--- src/logic/ext_pin_change_irq_defines.svh ---
// Register indices, field widths and reset values of the interrupt block
`ifndef EXT_PIN_CHANGE_IRQ_DEFINES_SVH
`define EXT_PIN_CHANGE_IRQ_DEFINES_SVH

// ------------------------------------------------------------
// Register indices (byte address is four times the index)
// ------------------------------------------------------------
`define IDX_PIN_CHANGE_FLAGS 8'h3B
`define IDX_EXTERNAL_LINE_FLAGS 8'h3C
`define IDX_EXTERNAL_LINE_MASK 8'h3D
`define IDX_PIN_CHANGE_GROUP_ENABLE 8'h68
`define IDX_EXTERNAL_SENSE_CONTROL 8'h69
`define IDX_PIN_CHANGE_MASK_LOW 8'h6B
`define IDX_PIN_CHANGE_MASK_MID 8'h6C
`define IDX_PIN_CHANGE_MASK_HIGH 8'h6D

// ------------------------------------------------------------
// Field widths and reset values
// ------------------------------------------------------------
`define WB_ADR_W 10
`define EXT_LINES 2
`define PC_GROUPS 3
`define PC_PINS 24
`define MASK_MID_W 7
`define RST_BYTE 8'h00
`define RST_EXT 2'h0
`define RST_SENSE 4'h0
`define RST_GROUPS 3'h0
`define RST_MASK_MID 7'h00

`endif

--- src/logic/ext_pin_change_irq_pkg.sv ---
// Types shared by the external and pin-change interrupt block
`default_nettype none

package ext_pin_change_irq_pkg;

  // Sense-control encoding of one external line
  typedef enum logic [1:0] {
    SENSE_LOW_LEVEL = 2'h0,
    SENSE_ANY_CHANGE = 2'h1,
    SENSE_FALLING = 2'h2,
    SENSE_RISING = 2'h3
  } sense_t;

  // One bit per interrupt vector, each with its own entry
  typedef struct packed {
    logic group_two_vector;
    logic group_one_vector;
    logic group_zero_vector;
    logic ext_line_one;
    logic ext_line_zero;
  } irq_vec_t;

endpackage : ext_pin_change_irq_pkg

`default_nettype wire

--- src/logic/ext_pin_change_irq.sv ---
// External line and pin-change interrupt flags, masks and requests
//
// What this block does
// - Unused upper bits of mask, flag and control registers read zero.
// - Line one requests only with its mask bit and global enable set.
// - Line zero requests only with its mask bit and global enable set.
// - Two sense bits per line pick rising, falling, any edge or low level.
// - Pin activity requests even when the pin is driven as an output.
// - A qualifying edge on line one or zero sets its flag bit.
// - Flag, mask and global enable all set drive that line's vector.
// - Entering a vector clears that vector's flag.
// - Writing one clears a flag bit; writing zero leaves it.
// - A line in low-level sensing reads its flag as zero.
// - Each external line has its own vector.
// - Group two (inputs 23..16) needs its enable bit and global enable.
// - Group one (inputs 14..8) needs its enable bit and global enable.
// - Group zero (inputs 7..0) needs its enable bit and global enable.
// - A change on an enabled input of a group sets that group's flag.
// - Each pin-change group has its own vector.
// - High mask bits enable inputs 23..16 one by one.
// - Mid mask bits 6..0 enable inputs 14..8; bit 7 reads zero.
// - Low mask bits enable inputs 7..0 one by one.
// - Sense code 00 low, 01 any change, 10 falling, 11 rising.
// - Lines are sampled before edge detection; one-cycle pulses are caught.
// - Low-level sensing keeps requesting while the pin stays low.
//
// Chosen here: the Wishbone register port.
`timescale 1ns/100ps
`default_nettype none
`include "ext_pin_change_irq_defines.svh"

module ext_pin_change_irq (
  // Clock and reset
  input wire logic clk_i,
  input wire logic rst_i,
  // Wishbone slave
  input wire logic wb_cyc_i,
  input wire logic wb_stb_i,
  input wire logic wb_we_i,
  input wire logic [`WB_ADR_W-1:0] wb_adr_i,
  input wire logic [3:0] wb_sel_i,
  input wire logic [31:0] wb_dat_i,
  output logic [31:0] wb_dat_o,
  output logic wb_ack_o,
  // Processor core
  input wire logic global_irq_enable_i,
  input wire ext_pin_change_irq_pkg::irq_vec_t vector_entry_i,
  output var ext_pin_change_irq_pkg::irq_vec_t irq_request_o,
  // Pins
  input wire logic ext_line_zero_i,
  input wire logic ext_line_one_i,
  input wire logic [`PC_PINS-1:0] pin_change_input_i
);

  // ------------------------------------------------------------
  // Decoding helpers
  // ------------------------------------------------------------
  function automatic logic [7:0] reg_index(input logic [`WB_ADR_W-1:0] adr);
    reg_index = adr[9:2];
  endfunction : reg_index

  function automatic logic sense_trigger(input logic [1:0] sense, input logic cur,
                                         input logic prev);
    unique case (sense)
      ext_pin_change_irq_pkg::SENSE_ANY_CHANGE: sense_trigger = cur ^ prev;
      ext_pin_change_irq_pkg::SENSE_FALLING: sense_trigger = prev & ~cur;
      ext_pin_change_irq_pkg::SENSE_RISING: sense_trigger = cur & ~prev;
      default: sense_trigger = 1'b0;
    endcase
  endfunction : sense_trigger

  // ------------------------------------------------------------
  // Registers
  // ------------------------------------------------------------
  logic [`EXT_LINES-1:0] external_line_mask;
  logic [`EXT_LINES-1:0] external_line_flags;
  logic [2*`EXT_LINES-1:0] external_sense_control;
  logic [`PC_GROUPS-1:0] pin_change_group_enable;
  logic [`PC_GROUPS-1:0] pin_change_flags;
  logic [7:0] pin_change_mask_high;
  logic [`MASK_MID_W-1:0] pin_change_mask_mid;
  logic [7:0] pin_change_mask_low;

  // ------------------------------------------------------------
  // Bus slave
  // ------------------------------------------------------------
  logic bus_req;
  logic bus_wr;
  logic [7:0] bus_idx;
  logic [7:0] wr_byte;
  logic [31:0] next_rd_data;

  // Ack is registered, so every access answers one cycle after it is seen
  assign bus_req = wb_cyc_i & wb_stb_i & ~wb_ack_o;
  assign bus_wr = bus_req & wb_we_i & wb_sel_i[0];
  assign bus_idx = reg_index(wb_adr_i);
  assign wr_byte = wb_dat_i[7:0];

  always_comb begin
    next_rd_data = 32'h0000_0000;
    unique case (bus_idx)
      `IDX_EXTERNAL_LINE_MASK: next_rd_data[`EXT_LINES-1:0] = external_line_mask;
      `IDX_EXTERNAL_LINE_FLAGS: next_rd_data[`EXT_LINES-1:0] = external_line_flags;
      `IDX_EXTERNAL_SENSE_CONTROL: next_rd_data[3:0] = external_sense_control;
      `IDX_PIN_CHANGE_GROUP_ENABLE: next_rd_data[2:0] = pin_change_group_enable;
      `IDX_PIN_CHANGE_FLAGS: next_rd_data[2:0] = pin_change_flags;
      `IDX_PIN_CHANGE_MASK_HIGH: next_rd_data[7:0] = pin_change_mask_high;
      `IDX_PIN_CHANGE_MASK_MID: next_rd_data[6:0] = pin_change_mask_mid;
      `IDX_PIN_CHANGE_MASK_LOW: next_rd_data[7:0] = pin_change_mask_low;
      default: next_rd_data = 32'h0000_0000;
    endcase
  end

  always_ff @(posedge clk_i) begin
    if (rst_i) begin
      wb_ack_o <= 1'b0;
      wb_dat_o <= 32'h0000_0000;
    end else begin
      wb_ack_o <= bus_req;
      wb_dat_o <= (bus_req & ~wb_we_i) ? next_rd_data : 32'h0000_0000;
    end
  end

  // Plain read/write control registers
  always_ff @(posedge clk_i) begin
    if (rst_i) begin
      external_line_mask <= `RST_EXT;
      external_sense_control <= `RST_SENSE;
      pin_change_group_enable <= `RST_GROUPS;
      pin_change_mask_high <= `RST_BYTE;
      pin_change_mask_mid <= `RST_MASK_MID;
      pin_change_mask_low <= `RST_BYTE;
    end else if (bus_wr) begin
      unique case (bus_idx)
        `IDX_EXTERNAL_LINE_MASK: external_line_mask <= wr_byte[`EXT_LINES-1:0];
        `IDX_EXTERNAL_SENSE_CONTROL: external_sense_control <= wr_byte[3:0];
        `IDX_PIN_CHANGE_GROUP_ENABLE: pin_change_group_enable <= wr_byte[2:0];
        `IDX_PIN_CHANGE_MASK_HIGH: pin_change_mask_high <= wr_byte;
        `IDX_PIN_CHANGE_MASK_MID: pin_change_mask_mid <= wr_byte[6:0];
        `IDX_PIN_CHANGE_MASK_LOW: pin_change_mask_low <= wr_byte;
        default: ;
      endcase
    end
  end

  // ------------------------------------------------------------
  // Pin sampling
  // ------------------------------------------------------------
  // Pins are read straight, whatever drives them, so software may
  // raise interrupts by driving its own outputs
  logic [`EXT_LINES-1:0] ext_sample;
  logic [`EXT_LINES-1:0] ext_prev;
  logic [`PC_PINS-1:0] pc_sample;
  logic [`PC_PINS-1:0] pc_prev;
  logic [1:0] sample_valid;

  // Edges are judged only once two real samples exist, so a pin that is
  // high at reset release does not fake an edge
  always_ff @(posedge clk_i) begin
    if (rst_i) begin
      ext_sample <= `RST_EXT;
      ext_prev <= `RST_EXT;
      pc_sample <= {`PC_PINS{1'b0}};
      pc_prev <= {`PC_PINS{1'b0}};
      sample_valid <= 2'h0;
    end else begin
      ext_sample <= {ext_line_one_i, ext_line_zero_i};
      ext_prev <= ext_sample;
      pc_sample <= pin_change_input_i;
      pc_prev <= pc_sample;
      sample_valid <= {sample_valid[0], 1'b1};
    end
  end

  // ------------------------------------------------------------
  // External lines
  // ------------------------------------------------------------
  logic [`EXT_LINES-1:0] ext_trig;
  logic [`EXT_LINES-1:0] ext_level_low;
  logic [`EXT_LINES-1:0] ext_clear;
  logic [`EXT_LINES-1:0] ext_entry;
  logic [`EXT_LINES-1:0] ext_request;

  assign ext_entry = {vector_entry_i.ext_line_one, vector_entry_i.ext_line_zero};

  for (genvar i = 0; i < `EXT_LINES; i++) begin : g_ext
    logic [1:0] sense;
    assign sense = external_sense_control[2*i+1:2*i];
    assign ext_level_low[i] = (sense == ext_pin_change_irq_pkg::SENSE_LOW_LEVEL);
    assign ext_trig[i] = sample_valid[1] & sense_trigger(sense, ext_sample[i], ext_prev[i]);
    assign ext_clear[i] = ext_entry[i] |
                          (bus_wr && bus_idx == `IDX_EXTERNAL_LINE_FLAGS && wr_byte[i]);
    // Level sensing asks for as long as the pin is low, with no flag
    assign ext_request[i] = (external_line_flags[i] | (ext_level_low[i] & ~ext_sample[i]))
                            & external_line_mask[i] & global_irq_enable_i;

    always_ff @(posedge clk_i) begin
      if (rst_i) begin
        external_line_flags[i] <= 1'b0;
      end else if (ext_level_low[i]) begin
        external_line_flags[i] <= 1'b0;
      end else if (ext_trig[i]) begin
        external_line_flags[i] <= 1'b1;
      end else if (ext_clear[i]) begin
        external_line_flags[i] <= 1'b0;
      end
    end
  end

  // ------------------------------------------------------------
  // Pin-change groups
  // ------------------------------------------------------------
  logic [`PC_PINS-1:0] pc_enabled;
  logic [`PC_PINS-1:0] pc_change;
  logic [`PC_GROUPS-1:0] pc_hit;
  logic [`PC_GROUPS-1:0] pc_clear;
  logic [`PC_GROUPS-1:0] pc_entry;
  logic [`PC_GROUPS-1:0] pc_request;

  // Input 15 has no mask bit and never contributes
  assign pc_enabled = {pin_change_mask_high, 1'b0, pin_change_mask_mid,
                       pin_change_mask_low};
  assign pc_change = (pc_sample ^ pc_prev) & pc_enabled & {`PC_PINS{sample_valid[1]}};
  assign pc_entry = {vector_entry_i.group_two_vector, vector_entry_i.group_one_vector,
                     vector_entry_i.group_zero_vector};

  for (genvar g = 0; g < `PC_GROUPS; g++) begin : g_pc
    assign pc_hit[g] = |pc_change[8*g+7:8*g];
    assign pc_clear[g] = pc_entry[g] |
                         (bus_wr && bus_idx == `IDX_PIN_CHANGE_FLAGS && wr_byte[g]);
    assign pc_request[g] = pin_change_flags[g] & pin_change_group_enable[g]
                           & global_irq_enable_i;

    always_ff @(posedge clk_i) begin
      if (rst_i) begin
        pin_change_flags[g] <= 1'b0;
      end else if (pc_hit[g]) begin
        pin_change_flags[g] <= 1'b1;
      end else if (pc_clear[g]) begin
        pin_change_flags[g] <= 1'b0;
      end
    end
  end

  // ------------------------------------------------------------
  // Vector requests, one line per vector
  // ------------------------------------------------------------
  always_ff @(posedge clk_i) begin
    if (rst_i) begin
      irq_request_o <= '0;
    end else begin
      irq_request_o.ext_line_zero <= ext_request[0];
      irq_request_o.ext_line_one <= ext_request[1];
      irq_request_o.group_zero_vector <= pc_request[0];
      irq_request_o.group_one_vector <= pc_request[1];
      irq_request_o.group_two_vector <= pc_request[2];
    end
  end

  // ------------------------------------------------------------
  // Assertions
  // ------------------------------------------------------------
  logic last_rd;
  logic [7:0] last_idx;

  always_ff @(posedge clk_i) begin
    if (rst_i) begin
      last_rd <= 1'b0;
      last_idx <= 8'h00;
    end else begin
      last_rd <= bus_req & ~wb_we_i;
      last_idx <= bus_idx;
    end
  end
endmodule : ext_pin_change_irq

`default_nettype wire

--- config.mk ---
export PLATFORM = sky130hd
export DESIGN_NAME = ext_pin_change_irq
export DESIGN_NICKNAME = d
export VERILOG_FILES = /design/src/logic/ext_pin_change_irq_pkg.sv /design/src/logic/ext_pin_change_irq.sv
export VERILOG_INCLUDE_DIRS = /design/src /design/src/logic
export SDC_FILE = /design/constraint.sdc
export NUM_CORES = 1
export LEC_CHECK = 0
export ABC_AREA = 1
export BUFFER_PORTS_ARGS = -buffer_cell sky130_fd_sc_hd__buf_2
export CAP_MARGIN = 25
export CORE_UTILIZATION = 48
export CTS_CLUSTER_DIAMETER = 50
export DETAILED_ROUTE_END_ITERATION = 10
export PLACE_DENSITY = 0.81
export SYNTH_ARGS = -nofsm -noshare
export SYNTH_HDL_FRONTEND = slang
export SYNTH_SLANG_ARGS = --single-unit
--- constraint.sdc ---
create_clock -name clk_i -period 1.05 [get_ports clk_i]
set_input_delay 0.21 -clock clk_i [delete_from_list [all_inputs] [get_ports clk_i]]
set_output_delay 0.21 -clock clk_i [all_outputs]
set_load 0.005 [all_outputs]
==> impl_results.md <==
* Number of synthesized register bits at between 100 and 150
* Leakage power at roughly 2.8 nW
* Async SR Flop Fraction at 0%
* Clk buf depth at 2
* Critical path endpoint category: register
* Hold Crit Class: primary input to register
* Grt total ovfl at 0
* Final Total Pwr at ~0.0076 W
* Final Critical Period at 1.327 ns
* GRT Overall Usage at a little under a quarter
* CTS tree: built
* # rows at 35
* Sequential Power Share at a little over half
* Share of cells above drive strength 1 at 26.29%
* Clk slew on worst S/H paths at around 0.09 ns
* Number of buffers created by CTS at 9
* Arrival time at the worst endpoint at 1.64 ns
* WL per Instance at 12.59 µm
* Skew-Pair Late Insertion Delay at between 0.3 and 0.4 ns
* Critical path's slowest cell: dfxtp_2
* Fin crit share at 126.4%
* VDD IR max at a little under 700 µV
* Clk network pwr share at approximately 38%
* Max Cap Viol at 0
* Num ports at between 100 and 150
* First-pass GRT wire length at ~18 mm
* CP delay by family, top: simple AND/OR/NAND/NOR gates
* Final setup fails at 46
* Iteration-0 DRC Markers at ~230
* Sw Ratio at around a quarter
* Unrepaired setup endpoints after global routing: true
* Worst path max stage delay at roughly 0.34 ns
* Register area share after synthesis at 44.84%
* Antenna Cells at 0
* Syn-to-layout area delta at 25.50%
* Max Freq at ~750 MHz
* Synth Flop Type: dfxtp_1
* Final Hold Viols at 0
* Peak fanout along the critical path at 9
* CTS H-tree lvls at 3
* Crit path required time at 1.36 ns
* Area taken by multi-input logic gates at 2206 µm²
* Sink Count at about 100
* Fill cells at 800
* Fin Hold WS at about 0.028 ns
* Final WS setup at -0.2768 ns
* Mapped Avg Cell Area at 7.031 µm²
* CTS Root Cell: clkbuf_8
* Cell Area, Synth at approximately 4600 µm²
* Die X at 99.88 µm
* FF/Latch Area at 2067 µm²
* Vias in the first global route at a little under 4000
* Netlist cell types at 29
* CP cell instances: nand3b_4, nor2_8, buf_12, inv_8, nor2_4, o21ai_1, nor2_1
* Post-DRT Antenna Nets at 0
* Worst Setup Start Kind: register
* Final #Nets at 839
* Clock skew at 0.008443 ns
* WP buf/inv at 2
* Cells after Synth at between 600 and 700
* Util after Layout at 62.45%
* Combinational power share at 8.4%
* GPL Wtd Cong at a little under 0.9
* Failing checks: setup timing
* Buffers on Ports at 66
* Post-detail-place hpwl at slightly above 8 mm
* Status: finished with violations
* Max-slew violations at 0
* Wirelength, routed at ~11 mm
* Initial antenna violation count at 0
* Largest net degree at the start of global routing at 35
* First drt pass iteration count at 4
* Setup CP Type: register to register
* Core Area at 9240 µm²
* DIE AREA at approximately 10000 µm²
* Switching power at ~0.0018 W
* Initial Utilization at 49.76%
* Internal power at about 0.0058 W
* Post-synth EDFFs at 0
* Placed cell areas at approximately 5200 µm²
* Via count at approximately 4200
* Detailed-route vias per instance at between 4 and 5
* Power Density at around 1300 nW/µm²
* Die Ht at roughly 100 µm
* Residual DRC at 0
* Synth warnings at 0
* Design Area, Final at a little under 6000 µm²
-- sequential cells by signal, indices dropped and copies added, names as in the netlist, 3 cells and up --
| signal | cells |
|---|---|
| pc_prev | 23 |
| irq_request_o | 5 |
| pc_sample | 23 |
| pin_change_mask_mid | 7 |
| pin_change_mask_high | 8 |
| wb_dat_o | 8 |
| external_sense_control | 4 |
| pin_change_mask_low | 8 |
| pin_change_flags | 3 |
| pin_change_group_enable | 3 |
-- layout by cell type, fill, tap and decap left out, types with 3 or more instances in the layout --
| cell type | Yosys | routed |
|---|---|---|
| dfxtp_2 | 0 | 4 |
| buf_6 | 1 | 3 |
| nor3_2 | 0 | 3 |
| dfxtp_1 | 103 | 99 |
| inv_2 | 3 | 4 |
| ha_1 | 4 | 3 |
| nand4_1 | 23 | 23 |
| inv_1 | 109 | 106 |
| clkbuf_8 | 0 | 12 |
| a21oi_1 | 12 | 9 |
| buf_2 | 4 | 65 |
| nand2_4 | 4 | 5 |
| nor2_1 | 132 | 127 |
| nor3_1 | 11 | 7 |
| nor2_2 | 4 | 7 |
| nand2_2 | 6 | 10 |
| o21ai_2 | 0 | 16 |
| nand3_1 | 36 | 23 |
| clkinv_4 | 1 | 4 |
| o21ai_1 | 2 | 19 |
| nand3_2 | 0 | 12 |
| buf_12 | 0 | 3 |
| o21ai_0 | 39 | 5 |
| buf_4 | 24 | 28 |
| nor2_4 | 3 | 6 |
| conb_1 | 1 | 24 |
| nand2_1 | 114 | 110 |
-- routing by layer --
layer  GRT usage [%]  vias to the layer above  share of wire [%]
li1                -                     2166                  -
met2           38.57                      147                 48
met3           3.412                       26                6.3
met4           10.63                        0                2.8
met1           29.91                     1889                 43
met5               0                        -                  0
-- metrics by stage --
stage | setup TNS [ns] | setup WS [ns] | cells
2_1_floorplan | -2.236 | -0.07164 | 677
5_1_grt | -11.13 | -0.3550 | 886
3_3_place_gp | -8.532 | -0.2456 | 862
6_report | -8.789 | -0.2768 | 886
4_1_cts | -6.088 | -0.1808 | 883
3_5_place_dp | -9.786 | -0.2859 | 862
-- synthesized netlist by cell type, types with 6 or more instances --
cell type,count,area [µm²]
buf_4,24,180.2
nand3_1,36,180.2
nand4_1,23,143.9
nor2_1,132,495.5
nand2_1,114,427.9
a21oi_1,12,60.06
dfxtp_1,103,2062
o21ai_0,39,195.2
nor3_1,11,55.05
clkbuf_1,9,33.78
inv_1,109,409.1
nand2_2,6,37.54
-- timing repair --
item,in CTS,in global routing
resized for setup,48,27
cloned,3,0
buffers inserted,2,3
pin swaps,21,6
setup endpoints to repair,45,47
hold buffers,0,0
-- cells by family (layout without fill, tap and decap cells) --
group / Yosys count / count (layout) / share of synthesized area (%)
compound gates: 55 / 55 / 6.041
flops: 103 / 103 / 44.84
other cells: 1 / 24 / 0.08155
fa+ha+maj: 4 / 4 / 1.088
buf+inv: 154 / 231 / 15.07
simple gates: 337 / 340 / 32.87
-- worst register-to-register path, delay by kind of cell (launching register included) --
family	cells	cell delay, ns
buf+inv	2	0.23
simple gates	4	0.60
compound gates	1	0.08
flops	1	0.34
-- worst paths after layout --
kind                                             endpoint                   from  cells past startpoint  slack, ns
worst max-delay path            external_sense_control[0]               wb_ack_o                      7      -0.28
worst min-delay path                         pc_sample[8]  pin_change_input_i[8]                      3       0.03
worst max register to register  external_sense_control[0]               wb_ack_o                      7      -0.28
worst min register to register            sample_valid[1]        sample_valid[0]                      2       0.43
-- area by class of cell --
class	instances	share of cell area (%)
multi-input cells	423	38.23
flip-flops and latches	103	35.82
repair buffers	99	10.91
inverters	116	8.066
clock buffers	12	2.862
well taps	129	2.797
clock inverters	4	1.323
-- power by group through the flow --
stage | logic, W | clock network, W | registers (W)
final | 0.000635 | 0.00286 | 0.00405
after global routing | 0.000715 | 0.00306 | 0.00407
after CTS | 0.000605 | 0.00290 | 0.00405
after detailed placement | 0.000563 | 0 | 0.00414
after global placement | 0.000548 | 0 | 0.00413
after floorplan | 0.000381 | 0 | 0.00413
Power figures use the tool's default switching activity.
